File: src/cbs_consts.vh
// Constants for the system-register access decoder of the group 1 alias / group 0 binary point block
`ifndef CBS_CONSTS_VH
`define CBS_CONSTS_VH

// Coprocessor encodings
`define CBS_COPROC 4'b1111
`define CBS_CRN 4'b1100
`define CBS_AP1_OPC1 3'b000
`define CBS_AP1_CRM 4'b1001
`define CBS_BPR0_CRM 4'b1000
`define CBS_BPR0_OPC2 3'b011
`define CBS_ASGI_OPC1 4'b0001
`define CBS_ASGI_CRM 4'b1100

// Alias SGI register field positions
`define CBS_AFFINITY_LEVEL3_HI 55
`define CBS_AFFINITY_LEVEL3_LO 48
`define CBS_IRM_BIT 40
`define CBS_AFFINITY_LEVEL2_HI 39
`define CBS_AFFINITY_LEVEL2_LO 32
`define CBS_ID_HI 27
`define CBS_ID_LO 24
`define CBS_AFFINITY_LEVEL1_HI 23
`define CBS_AFFINITY_LEVEL1_LO 16
`define CBS_TLIST_HI 15
`define CBS_TLIST_LO 0

// Binary point field
`define CBS_BP_HI 2
`define CBS_BP_LO 0
`define CBS_BP_NOPREEMPT 3'h7

// Exception levels
`define CBS_EL0 2'h0
`define CBS_EL1 2'h1
`define CBS_EL2 2'h2
`define CBS_EL3 2'h3

// Access outcome codes
`define CBS_RES_OK 3'h0
`define CBS_RES_VIRT 3'h1
`define CBS_RES_TRAP_EL2 3'h2
`define CBS_RES_TRAP_EL3 3'h3
`define CBS_RES_UNDEF 3'h4
`define CBS_RES_NONE 3'h5

`endif

File: src/cbs_bp_clamp.v
// Group 0 binary point clamp against the minimum value
`include "cbs_consts.vh"

module cbs_bp_clamp
(
  input wire [2:0] i_value,
  input wire [2:0] i_minimum,
  output wire [2:0] o_value
);

  // A value below the minimum is raised to the minimum
  assign o_value = (i_value < i_minimum) ? i_minimum : i_value;

endmodule

File: src/cbs_sysreg_block.v
// Group 1 active-priority decode, alias SGI generation and group 0 binary point
`include "cbs_consts.vh"

// Contract
// - Decode active-priority group 1 access: CRm 1001, opc2 = 0 then index.
// - Hyp IRQ routing set: non-secure EL1 active-priority access goes virtual.
// - Alias SGI write requests group 1 SGIs for opposite security state; EL0 refused.
// - Hyp FIQ or IRQ routing set traps non-secure EL1 alias SGI writes to EL2.
// - Hyp common trap set traps non-secure EL1 alias SGI writes to EL2.
// - Class 12 trap set traps non-secure EL1 alias SGI writes to EL2.
// - Monitor FIQ and IRQ set trap secure EL1, EL2 (and unrouted NS EL1) to EL3.
// - Interface enable clear makes EL1 alias SGI writes undefined.
// - Alias SGI register is 64 bits, one instance for both states.
// - Three affinity fields, reserved-zero when routing mode is 1.
// - Routing mode 0 targets affinity path and list; 1 targets all but self.
// - SGI identifier comes from bits 27 to 24.
// - Target list bit n selects affinity-0 number n; zero when routing mode 1.
// - Distributor ignores list bits naming no valid element.
// - Hyp FIQ routing set: non-secure EL1 binary point access goes virtual.
// - Binary point minimum from priority bits; writes clamp up; reset loads minimum.
// - Hyp group 0 trap-all set traps non-secure EL1 binary point access to EL2.
// - Monitor FIQ set with 64-bit EL3 traps secure EL1 and EL2 accesses to EL3.
// - Binary point is 3 bits in 32; upper bits read zero; 7 means no preemption.
module cbs_sysreg_block
#(
  parameter PRIORITY_BIT_COUNT = 5,
  parameter TARGET_COUNT = 16
)
(
  input wire i_clock,
  input wire i_sys_rst,
  // Core access request
  input wire i_req_valid,
  input wire i_req_write,
  input wire i_req_dual,
  input wire [3:0] i_req_coproc,
  input wire [3:0] i_req_opc1,
  input wire [3:0] i_req_crn,
  input wire [3:0] i_req_crm,
  input wire [2:0] i_req_opc2,
  input wire [31:0] i_req_wdata_lo,
  input wire [31:0] i_req_wdata_hi,
  // Core execution state
  input wire [1:0] i_el,
  input wire i_secure,
  input wire i_self_secure_el3_a64,
  // Control bits
  input wire i_hyp_irq_routing,
  input wire i_hyp_fiq_routing,
  input wire i_hyp_common_trap,
  input wire i_hyp_group0_trap_all,
  input wire i_hyp_class12_trap,
  input wire i_monitor_fiq_routing,
  input wire i_monitor_irq_routing,
  input wire i_sysreg_interface_enable,
  // Answer to the core
  output reg o_rsp_valid,
  output reg [2:0] o_rsp_result,
  output reg [31:0] o_rsp_rdata,
  output reg o_ap1_sel,
  output reg [1:0] o_ap1_index,
  output wire [2:0] o_priority_split_point,
  // Generation request to distributor
  output reg o_sgi_valid,
  output reg [3:0] o_sgi_interrupt_identifier,
  output reg o_sgi_routing_mode_bit,
  output reg [7:0] o_sgi_affinity_level3,
  output reg [7:0] o_sgi_affinity_level2,
  output reg [7:0] o_sgi_affinity_level1,
  output reg [15:0] o_sgi_target_pe_list,
  output reg o_sgi_target_secure
);

  // ----------------------------------------------------------------
  // Derived constants
  // ----------------------------------------------------------------
  // With N priority bits the lowest useful split point is 7 - N
  localparam [2:0] BP_MINIMUM = 3'd7 - PRIORITY_BIT_COUNT[2:0];

  // ----------------------------------------------------------------
  // Decode
  // ----------------------------------------------------------------
  wire common_enc;
  wire hit_ap1;
  wire hit_bpr0;
  wire hit_asgi;
  wire ns_el1;
  wire s_el1_or_el2;

  assign common_enc = i_req_coproc == `CBS_COPROC;
  // Active priority group 1: opc2 top bit zero
  assign hit_ap1 = common_enc && !i_req_dual && i_req_crn == `CBS_CRN &&
                   i_req_opc1[2:0] == `CBS_AP1_OPC1 && i_req_crm == `CBS_AP1_CRM &&
                   !i_req_opc2[2];
  assign hit_bpr0 = common_enc && !i_req_dual && i_req_crn == `CBS_CRN &&
                    i_req_opc1[2:0] == `CBS_AP1_OPC1 && i_req_crm == `CBS_BPR0_CRM &&
                    i_req_opc2 == `CBS_BPR0_OPC2;
  // Two-register transfer carries no CRn or opc2
  assign hit_asgi = common_enc && i_req_dual && i_req_opc1 == `CBS_ASGI_OPC1 &&
                    i_req_crm == `CBS_ASGI_CRM && i_req_write;

  assign ns_el1 = !i_secure && i_el == `CBS_EL1;
  assign s_el1_or_el2 = (i_secure && i_el == `CBS_EL1) || i_el == `CBS_EL2;

  // ----------------------------------------------------------------
  // Alias SGI outcome
  // ----------------------------------------------------------------
  reg [2:0] asgi_res;
  always @*
  begin
    asgi_res = `CBS_RES_OK;
    if (i_el == `CBS_EL0)
      asgi_res = `CBS_RES_UNDEF;
    else if (i_el == `CBS_EL1 && !i_sysreg_interface_enable)
      asgi_res = `CBS_RES_UNDEF;
    else if (ns_el1 && (i_hyp_fiq_routing || i_hyp_irq_routing))
      asgi_res = `CBS_RES_TRAP_EL2;
    else if (ns_el1 && i_hyp_common_trap)
      asgi_res = `CBS_RES_TRAP_EL2;
    else if (ns_el1 && i_hyp_class12_trap)
      asgi_res = `CBS_RES_TRAP_EL2;
    else if (i_monitor_fiq_routing && i_monitor_irq_routing && i_el != `CBS_EL3)
      // NS EL1 reaches here only with both hyp routing bits clear
      asgi_res = `CBS_RES_TRAP_EL3;
  end

  // ----------------------------------------------------------------
  // Active priority outcome
  // ----------------------------------------------------------------
  reg [2:0] ap1_res;
  always @*
  begin
    ap1_res = `CBS_RES_OK;
    if (i_el == `CBS_EL0)
      ap1_res = `CBS_RES_UNDEF;
    else if (i_el == `CBS_EL1 && !i_sysreg_interface_enable)
      ap1_res = `CBS_RES_UNDEF;
    else if (ns_el1 && i_hyp_irq_routing)
      ap1_res = `CBS_RES_VIRT;
    else if (ns_el1 && i_hyp_class12_trap)
      ap1_res = `CBS_RES_TRAP_EL2;
  end

  // ----------------------------------------------------------------
  // Binary point outcome
  // ----------------------------------------------------------------
  reg [2:0] bp_res;
  always @*
  begin
    bp_res = `CBS_RES_OK;
    if (i_el == `CBS_EL0)
      bp_res = `CBS_RES_UNDEF;
    else if (i_el == `CBS_EL1 && !i_sysreg_interface_enable)
      bp_res = `CBS_RES_UNDEF;
    else if (ns_el1 && i_hyp_fiq_routing)
      bp_res = `CBS_RES_VIRT;
    else if (ns_el1 && (i_hyp_class12_trap || i_hyp_group0_trap_all))
      bp_res = `CBS_RES_TRAP_EL2;
    else if (i_monitor_fiq_routing && i_self_secure_el3_a64 && s_el1_or_el2)
      bp_res = `CBS_RES_TRAP_EL3;
    else if (i_monitor_fiq_routing && i_self_secure_el3_a64 && ns_el1)
      bp_res = `CBS_RES_TRAP_EL3;
  end

  // ----------------------------------------------------------------
  // Binary point storage
  // ----------------------------------------------------------------
  reg [2:0] bp_q;
  wire [2:0] bp_clamped;

  cbs_bp_clamp u_clamp
  (
    .i_value(i_req_wdata_lo[`CBS_BP_HI:`CBS_BP_LO]),
    .i_minimum(BP_MINIMUM),
    .o_value(bp_clamped)
  );

  // Reset loads the minimum; writes below it are raised
  always @(posedge i_clock or posedge i_sys_rst)
  begin
    if (i_sys_rst)
      bp_q <= BP_MINIMUM;
    else if (i_req_valid && hit_bpr0 && i_req_write && bp_res == `CBS_RES_OK)
      bp_q <= bp_clamped;
  end

  // Value 7 leaves no group priority bits, so nothing preempts
  assign o_priority_split_point = bp_q;

  // ----------------------------------------------------------------
  // Alias SGI field extraction
  // ----------------------------------------------------------------
  // Single 64-bit image, not banked by security state
  wire [63:0] asgi_word = {i_req_wdata_hi, i_req_wdata_lo};
  wire routing_mode_bit = asgi_word[`CBS_IRM_BIT];
  wire [15:0] valid_mask;

  // Only list bits naming a real element reach the distributor
  genvar g;
  generate
    for (g = 0; g < 16; g = g + 1)
    begin : g_mask
      assign valid_mask[g] = (g < TARGET_COUNT) ? 1'b1 : 1'b0;
    end
  endgenerate

  // ----------------------------------------------------------------
  // Response and generation request
  // ----------------------------------------------------------------
  // Registered answer one cycle after the request
  always @(posedge i_clock or posedge i_sys_rst)
  begin
    if (i_sys_rst)
    begin
      o_rsp_valid <= 1'b0;
      o_rsp_result <= `CBS_RES_NONE;
      o_rsp_rdata <= 32'h0000_0000;
      o_ap1_sel <= 1'b0;
      o_ap1_index <= 2'h0;
      o_sgi_valid <= 1'b0;
      o_sgi_interrupt_identifier <= 4'h0;
      o_sgi_routing_mode_bit <= 1'b0;
      o_sgi_affinity_level3 <= 8'h00;
      o_sgi_affinity_level2 <= 8'h00;
      o_sgi_affinity_level1 <= 8'h00;
      o_sgi_target_pe_list <= 16'h0000;
      o_sgi_target_secure <= 1'b0;
    end
    else
    begin
      o_rsp_valid <= i_req_valid;
      o_rsp_rdata <= 32'h0000_0000;
      o_ap1_sel <= 1'b0;
      o_sgi_valid <= 1'b0;
      if (!i_req_valid)
        o_rsp_result <= `CBS_RES_NONE;
      else if (hit_asgi)
      begin
        o_rsp_result <= asgi_res;
        if (asgi_res == `CBS_RES_OK)
        begin
          o_sgi_valid <= 1'b1;
          o_sgi_target_secure <= ~i_secure;
          o_sgi_interrupt_identifier <= asgi_word[`CBS_ID_HI:`CBS_ID_LO];
          o_sgi_routing_mode_bit <= routing_mode_bit;
          // Affinity and list are meaningless in broadcast mode
          o_sgi_affinity_level3 <= routing_mode_bit ? 8'h00 : asgi_word[`CBS_AFFINITY_LEVEL3_HI:`CBS_AFFINITY_LEVEL3_LO];
          o_sgi_affinity_level2 <= routing_mode_bit ? 8'h00 : asgi_word[`CBS_AFFINITY_LEVEL2_HI:`CBS_AFFINITY_LEVEL2_LO];
          o_sgi_affinity_level1 <= routing_mode_bit ? 8'h00 : asgi_word[`CBS_AFFINITY_LEVEL1_HI:`CBS_AFFINITY_LEVEL1_LO];
          o_sgi_target_pe_list <= routing_mode_bit ? 16'h0000 :
                                  (asgi_word[`CBS_TLIST_HI:`CBS_TLIST_LO] & valid_mask);
        end
      end
      else if (hit_ap1)
      begin
        o_rsp_result <= ap1_res;
        o_ap1_sel <= (ap1_res == `CBS_RES_OK) || (ap1_res == `CBS_RES_VIRT);
        o_ap1_index <= i_req_opc2[1:0];
      end
      else if (hit_bpr0)
      begin
        o_rsp_result <= bp_res;
        // Upper bits read as zero
        if (bp_res == `CBS_RES_OK && !i_req_write)
          o_rsp_rdata <= {29'h0000_0000, bp_q};
      end
      else
        // Not an encoding of this block
        o_rsp_result <= `CBS_RES_NONE;
    end
  end

endmodule

File: config.mk
export PLATFORM = sky130hd
export DESIGN_NAME = cbs_sysreg_block
export DESIGN_NICKNAME = d
export VERILOG_FILES = /design/src/cbs_bp_clamp.v /design/src/cbs_sysreg_block.v
export VERILOG_INCLUDE_DIRS = /design/src
export SDC_FILE = /design/constraint.sdc
export NUM_CORES = 1
export LEC_CHECK = 0
export ABC_AREA = 1
export BUFFER_PORTS_ARGS = -buffer_cell sky130_fd_sc_hd__buf_2
export CAP_MARGIN = 25
export CORE_UTILIZATION = 30
export CTS_CLUSTER_SIZE = 40
export DETAILED_ROUTE_END_ITERATION = 10
export PLACE_DENSITY_LB_ADDON = 0.1
export SLEW_MARGIN = 20
export SYNTH_ARGS = -nofsm -noshare
export SYNTH_HDL_FRONTEND = slang
export SYNTH_SLANG_ARGS = --single-unit
File: constraint.sdc
create_clock -name i_clock -period 3 [get_ports i_clock]
set_input_delay 0.3 -clock i_clock [delete_from_list [all_inputs] [get_ports i_clock]]
set_output_delay 0.3 -clock i_clock [all_outputs]
set_load 0.005 [all_outputs]
==> results of run 1 <==
area by class of cell:
class	count	area [um^2]
clock buffers	15	258
multi-input cells	314	1570
inverters	67	253
well taps	147	184
flip-flops and latches	60	1510
repair buffers	144	731
fillers	1337	7510
synthesized netlist by cell type:
| cell | n | share of area (%) |
|---|---|---|
| clkbuf_1 | 1 | 0.10 |
| nand3_2 | 42 | 11 |
| buf_6 | 3 | 0.92 |
| buf_2 | 2 | 0.27 |
| inv_1 | 64 | 6.5 |
| nor3_4 | 2 | 0.88 |
| a21oi_1 | 1 | 0.14 |
| nor3_1 | 3 | 0.41 |
| clkbuf_4 | 2 | 0.41 |
| nand4_1 | 3 | 0.51 |
| buf_4 | 30 | 6.1 |
| o21ai_0 | 6 | 0.81 |
| or2_1 | 1 | 0.17 |
| buf_12 | 8 | 4.3 |
| nand3_1 | 20 | 2.7 |
| conb_1 | 1 | 0.10 |
| dfstp_2 | 3 | 2.1 |
| nor2_2 | 1 | 0.17 |
| nor3_2 | 1 | 0.27 |
| nand2_2 | 5 | 0.85 |
| a21oi_2 | 1 | 0.24 |
| nor2_4 | 2 | 0.61 |
| nor2_1 | 66 | 6.7 |
| o21a_1 | 1 | 0.20 |
| nand2_4 | 1 | 0.31 |
| nand2_1 | 129 | 13 |
| dlymetal6s2s_1 | 2 | 0.68 |
| dfrtp_1 | 57 | 39 |
| inv_2 | 3 | 0.31 |
worst max path at each step:
stage                      start                        to  slack, ps  cells past startpoint
2_1_floorplan          i_sys_rst            o_ap1_index[0]       1220                      1
3_3_place_gp     i_req_coproc[2]  o_sgi_affinity_level1[1]       1020                     10
3_5_place_dp        i_req_crm[1]  o_sgi_affinity_level1[1]       1010                      9
4_1_cts          i_req_coproc[1]  o_sgi_affinity_level1[1]       1340                     10
5_1_grt          i_req_coproc[3]  o_sgi_affinity_level1[1]       1200                     10
6_report       i_hyp_fiq_routing  o_sgi_affinity_level2[4]       1360                      9
metrics by stage:
step | setup slack, ps | utilization (%) | power [W]
CTS | 1340 | 37.4 | 0.00197
global placement | 1020 | 35.3 | 0.00104
global route | 1200 | 37.4 | 0.00203
floorplan | 1220 | - | 0.00100
finish | 1360 | 37.4 | 0.00193
detailed placement | 1010 | 35.3 | 0.00104
power breakdown:
part	internal, W	total, W	switching [W]
registers	0.000812	0.000812	0.000000280
logic	0.0000712	0.000207	0.000136
clock network	0.000578	0.000910	0.000332
registers in the layout, indices dropped and copies added, names as in the netlist:
name / count
o_sgi_target_pe_list: 16
o_sgi_affinity_level1: 8
o_sgi_affinity_level2: 8
o_sgi_affinity_level3: 8
o_sgi_interrupt_identifier: 4
o_priority_split_point: 3
o_rsp_rdata: 3
o_rsp_result: 3
o_ap1_index: 2
o_ap1_sel: 1
o_rsp_valid: 1
o_sgi_routing_mode_bit: 1
o_sgi_target_secure: 1
o_sgi_valid: 1
worst register-to-register path: cells and delay by family (launching register included):
kind             cells  cell delay (ps)
AND/OR/NAND/NOR      2              170
flip-flops           1              530
cells by family after synthesis:
logic type / share of synthesized area, %
flops: 40.8
other cells: 0.102
simple gates: 38.1
buf+inv: 19.6
compound gates: 1.39
layer usage:
layer  GRT usage (%)  up-vias
met1            19.3     1417
met4            4.12        0
met5               0        -
met3            4.28        8
met2            24.1      100
li1                -     1602
==> run metrics, run 1 <==
HPWL Detailed=6210 um; WL met3=516 um; worst r2r dst=o_rsp_rdata[1]; crit-path cells=buf_2, or2_1, nand2_2, nand3_2, nor3_4, buf_4, nand2_4, nand2_1, nand2_1; Top delay family on crit path=simple AND/OR/NAND/NOR gates; Mapped Area=roughly 3700 um^2; met2 WL post-DR=4060 um; Area after DPL=4240 um^2; CTS H-tree depth=3; Port Buffer Count=140; crit path max fanout=46; die area=between 10000 and 15000 um^2; share of cells above drive strength 1=36.0%; HP Class=input port to asynchronous set/reset pin; antenna violations before repair=0; Critical Path AT=between 1500 and 2000 ps; DRC violations left=0; CTS Buffer Depth=2; Layout Skew=around 2.3 ps; WL/cell=12.0 um; CTS root buf=clkbuf_16; CTS Hold Buffers Added=0; total grt overflow=0; fmax=609 MHz; CTS tree=done; Mapped Cells=461; final net count=696; wl on met1=4250 um; die extent in y=between 100 and 150 um; area grow syn2layout=21.8%; Starting Density=30.7%; Core Rows=40; fin crit share=54.8%; n_diodes=0; CP dominant cell by count=nand2_1; Detail Route Antenna Nets=0; worst skew pair latency=320 ps; maximum vdd drop=approximately 210 uV; Tmin final=1640 ps; post-route cell area=4500 um^2; sequential area share after synthesis=about two fifths; worst-margin pin slew=816 ps; number of global-route vias before repair=3065; critical path type=input port to register; top sig layer=met4; Top Ports=189; Hold Slack=109 ps; Final Hold Violating Endpoints=0; max_cap viols=0; status=finished, final reports clean; drt first pass iters=4; Cells after DPL=approximately 730; Startpoint Class=input port; Worst EP required=about 3200 ps; Slew HR=45.6%; pin count of the biggest net entering global routing=47; TritonCTS Buffers=9; Reg clk slew, reported paths=roughly 50 ps; Die X=113 um; vias post-DR=approximately 3100; GPL Wtd Cong=0.767; Sinks on Clock Net=60; total setup buffers inserted after CTS=0; global-route wire length before repair=15000 um; most frequent cells in the layout=140 x buf_2, 129 x nand2_1, 66 x nor2_1; most common cell after layout, fill and taps aside=buf_2; syn avg cell area=roughly 8 um^2; DRT Wirelength=between 8000 and 9000 um; R2R depth=2; synthesized flop and latch total=60; GRT Util Overall=14.9%; final non-filler cell total=roughly 750; Slew Limit Fails=0; Ys Warns=0; Core Area=12000 um^2; Buf+Inv Stages, Crit Path=2; Worst Setup End Kind=register; reg2reg start=o_priority_split_point[1]; # setup viols final=0; synth unique cells=29; setup tns final=0 ps; Initial DRC Count=162; max incr delay on CP=320 ps; Slowest-stage cell, CP=nand2_4; PD cells=between 400 and 500 nW/um^2; via/cell ratio=~4.2; CTS resizes=0; RSZ-0062 raised after global routing=false; register-to-register path setup slack=about 2200 ps; Leak=between 2 and 3 nW
No activity file was read; power rests on OpenSTA's default activity.
==> run 2: changes to the inputs <==
clock period = 1.6 ns   (was 3 ns; I/O delays follow)
==> run metrics, run 2 (synthesized netlist as in run 1, its figures left out) <==
Top Ports=between 150 and 200; via/cell ratio=4.17; Reg clk slew, reported paths=~50 ps; final net count=703; HPWL Detailed=6330 um; Worst EP required=1810 ps; share of cells above drive strength 1=37.3%; Tot Pwr=0.00372 W; area grow syn2layout=25.9%; Core Area=12000 um^2; Tmin final=1180 ps; most frequent cells in the layout=140 x buf_2, 129 x nand2_1, 66 x nor2_1; reg2reg start=o_priority_split_point[1]; fmax=846 MHz; fin crit share=73.9%; DRC violations left=0; worst skew pair latency=about 320 ps; TritonCTS Buffers=9; Detail Route Antenna Nets=0; GPL Wtd Cong=0.768; max_cap viols=0; drt first pass iters=4; die area=12800 um^2; pre-CTS setup slack=74.0 ps; WL/cell=11.9 um; antenna violations before repair=0; CTS Buffer Depth=2; Sinks on Clock Net=60; Starting Density=between 30% and 40%; Worst Hold Depth=1; die extent in y=113 um; GRT Util Overall=14.7%; R2R depth=4; filler cell count=approximately 1300; RSZ-0062 raised after global routing=false; total setup buffers inserted after CTS=0; Layout Skew=3.83 ps; Top reg by flops=o_sgi_target_pe_list; post-layout util=between 30% and 40%; status=finished, final reports clean; CTS resizes=0; PD cells=about 800 nW/um^2; hold_sp=i_req_valid; Hold Slack=50.9 ps; Hold EP=o_rsp_valid; CTS root buf=clkbuf_16; Port Buffer Count=140; Slew Limit Fails=0; Initial DRC Count=94; CTS tree=done; global-route wire length before repair=14800 um; CTS H-tree depth=3; Die X=~110 um; DRT Wirelength=8940 um; HP Class=input port to register; pin count of the biggest net entering global routing=47; critical path type=input port to register; setup tns final=0 ps; most common cell after layout, fill and taps aside=buf_2; crit path max fanout=46; Critical Path AT=1390 ps; Startpoint Class=input port; Final Hold Violating Endpoints=0; Core Rows=40; # setup viols final=0; n_diodes=0; Worst Setup End Kind=register; Slew HR=65.4%; final setup margin=approximately 420 ps; Largest register FFs=16; maximum vdd drop=about 500 uV; vias post-DR=3139; total grt overflow=0; register-to-register path setup slack=830 ps; Leak=2.79 nW; worst r2r dst=o_priority_split_point[1]; worst-margin pin slew=between 500 and 600 ps; number of global-route vias before repair=3042
run 2: changes by cell type in the layout (fill, tap and decap cells not counted):
cell	before	now
clkinv_2	1	2
clkbuf_1	5	0
clkbuf_8	1	3
buf_12	0	6
clkinvlp_4	0	1
dlygate4sd3_1	0	1
run 2: worst max path at each step:
stage                               endpoint  cells past startpoint  slack, ps       startpoint
floorplan           o_sgi_affinity_level2[5]                     10        340  i_req_coproc[1]
global placement     o_sgi_target_pe_list[2]                     11         80  i_req_coproc[2]
detailed placement   o_sgi_target_pe_list[4]                     10         70     i_req_crm[1]
CTS                 o_sgi_affinity_level1[5]                     10        410     i_req_crm[1]
global route        o_sgi_affinity_level1[6]                     11        280  i_req_coproc[2]
finish               o_sgi_target_pe_list[4]                     11        420  i_req_coproc[2]
run 2: what timing repair did:
item / CTS / global route
setup endpoints to repair: 0 / 0
hold buffers: 1 / 0
hold endpoints to repair: 15 / 0
run 2: through the flow:
step,instance area [um^2],cells
2_1_floorplan,3800,489
5_1_grt,4650,753
3_5_place_dp,4360,738
3_3_place_gp,4360,738
4_1_cts,4650,753
6_report,4650,753
run 2: cell type report:
cell class	instances	area, um^2	area share (%)
well taps	147	184	3.96
flip-flops and latches	60	1510	32.4
repair buffers	151	861	18.5
multi-input cells	314	1570	33.7
inverters	67	255	5.49
clock buffers	12	267	5.73
clock inverters	2	10.0	0.215
run 2: critical path, stage by stage:
cell	delay [ps]
buf_2	80
nand2_1	40
inv_1	40
nand2_1	90
nor2_1	120
nand3_2	100
nor3_4	320
nand2_4	90
buf_12	200
nand2_1	80
nand2_1	50
run 2: routing by layer:
| metal | vias to the layer above | GRT usage [%] | part of all wire [%] |
|---|---|---|---|
| met1 | 1411 | 19.3 | 47 |
| met2 | 101 | 24.2 | 46 |
| met3 | 9 | 2.84 | 5.2 |
| met5 | - | 0 | 0 |
| li1 | 1618 | - | - |
| met4 | 0 | 5.00 | 1.3 |
run 2: power breakdown:
| part | leakage, nW | internal (W) | switching [W] | total [W] |
|---|---|---|---|---|
| combinational | 1.82 | 0.000156 | 0.000262 | 0.000418 |
| sequential | 0.826 | 0.00152 | 0.000000424 | 0.00152 |
| clock | 0.140 | 0.00115 | 0.000627 | 0.00178 |
==> run 3: changes to the inputs <==
clock period = 1.1 ns   (was 1.6 ns; I/O delays follow)
==> run metrics, run 3 (synthesized netlist as in run 1, its figures left out) <==
status=complete, but fails checks; failing checks=negative setup slack; pre-CTS setup slack=-370 ps; CP dominant cell by count=nand2_1; Starting Density=a little under a third; Core Rows=40; clock network fraction of design power=48.3%; PD cells=1090 nW/um^2; crit-path cells=buf_2, or2_1, nand2_2, nand3_2, nor3_4, buf_6, nand2_8, buf_12, nand2_1, nand2_1; maximum vdd drop=741 uV; fin crit share=104%; Startpoint Class=input port; drt first pass iters=6; Port Buffer Count=140; RSZ-0062 raised after global routing=true; crit path max fanout=10; Combinational Power Share=12.5%; CTS Buffer Depth=2; Top delay family on crit path=simple AND/OR/NAND/NOR gates; Slowest-stage cell, CP=or2_1; HPWL Detailed=6490 um; Reg clk slew, reported paths=60 ps; TritonCTS Buffers=9; Worst EP required=1300 ps; most common cell after layout, fill and taps aside=buf_2; Top reg by flops=o_sgi_target_pe_list; max incr delay on CP=230 ps; Core Area=12000 um^2; vias post-DR=~3300; WL/cell=12.4 um; Die X=roughly 110 um; Critical Path AT=~1300 ps; Slew Limit Fails=0; final setup margin=-41.0 ps; max_cap viols=0; GPL Wtd Cong=0.769; Initial DRC Count=roughly 150; Sinks on Clock Net=60; Tot Pwr=0.00563 W; CTS tree=done; CTS H-tree depth=3; DRC violations left=0; fmax=876 MHz; die area=12800 um^2; area grow syn2layout=40.2%; Tmin final=1140 ps; GRT Util Overall=15.1%; # setup viols final=43; DRT Wirelength=9800 um; via/cell ratio=approximately 4.2; final net count=approximately 740; Detail Route Antenna Nets=0; most frequent cells in the layout=136 x buf_2, 96 x nand2_1, 62 x inv_1, 62 x nor2_1, 57 x dfrtp_1; number of global-route vias before repair=3286; die extent in y=113 um; post-route cell area=5170 um^2; n_diodes=0; CTS root buf=clkbuf_16; share of cells above drive strength 1=46.8%; Top Ports=189; Layout Skew=0.864 ps; Largest register FFs=16; Worst Setup End Kind=register; Leak=3.00 nW; critical path type=input port to register; Area after DPL=4590 um^2; Sequential Power Share=39.3%; total grt overflow=0; worst skew pair latency=320 ps; Buf+Inv Stages, Crit Path=3; internal power=about 0.0042 W; Final Hold Violating Endpoints=0; pin count of the biggest net entering global routing=a little over 60; switching portion of total power=24.6%; HP Class=input port to register; antenna violations before repair=0; Switch Pwr=about 0.0014 W; global-route wire length before repair=15300 um
[run 3: cell types whose count changed in the layout (fill, tap and decap cells not counted), sizes merged]
| cell | before | now |
|---|---|---|
| buf | 150 | 181 |
| clkbuf | 12 | 13 |
| bufinv | 0 | 1 |
| clkinvlp | 1 | 2 |
| clkinv | 2 | 3 |
[run 3: metal layers]
metal  GRT usage, %  share of wire (%)  wire [um]
met1           18.9                 46       4470
met2           26.2                 49       4770
met3           2.95                4.7        464
met4           5.00                1.0         99
met5              0                  0          0
[run 3: area by class of cell]
cell class	count	area, um^2
clock inverters	5	52.6
clock buffers	11	233
inverters	67	255
multi-input cells	314	1730
repair buffers	184	1220
well taps	147	184
flip-flops and latches	60	1510
fillers	1281	6840
[run 3: what timing repair did]
action,4_1_cts,5_1_grt
pin swaps,2,17
setup buffers,1,0
hold buffers,1,0
cloned,0,5
endpoints found under the hold margin,57,0
endpoints found under the setup margin,40,53
gates resized for setup,1,59
[run 3: worst min-delay path: cells and delay by family]
kind                   cells  cell delay (ps)
buffers and inverters      1               90
AND/OR/NAND/NOR            2              110
[run 3: stage by stage]
step | util (%) | TNS, ps | hold WS, ps | cells
6_report | 43.1 | -658 | 17.0 | 788
3_5_place_dp | 38.2 | -18120 | 231 | 765
3_3_place_gp | 38.2 | -16780 | 236 | 765
4_1_cts | 40.8 | -17.0 | 7.19 | 783
5_1_grt | 43.1 | -2980 | 34.0 | 788
2_1_floorplan | - | -2440 | 141 | 489
[run 3: power groups by stage]
| stage | clock (W) | sequential, W | combinational, W |
|---|---|---|---|
| 6_report | 0.00272 | 0.00221 | 0.000702 |
| 5_1_grt | 0.00290 | 0.00221 | 0.000790 |
| 4_1_cts | 0.00281 | 0.00221 | 0.000685 |
| 3_5_place_dp | 0 | 0.00225 | 0.000668 |
| 3_3_place_gp | 0 | 0.00225 | 0.000670 |
| 2_1_floorplan | 0 | 0.00225 | 0.000477 |
[run 3: worst paths after layout]
kind | depth (start not counted) | startpoint | end | slack, ps
max | 10 | i_hyp_fiq_routing | o_sgi_target_pe_list[12] | -40
min | 3 | i_req_wdata_lo[26] | o_sgi_interrupt_identifier[2] | 20
max reg2reg | 4 | o_priority_split_point[1] | o_priority_split_point[1] | 300
min reg2reg | 2 | o_sgi_affinity_level1[3] | o_sgi_affinity_level1[3] | 470
max in group asynchronous | 4 | i_sys_rst | o_priority_split_point[1] | 340
min in group asynchronous | 4 | i_sys_rst | o_sgi_target_secure | 400
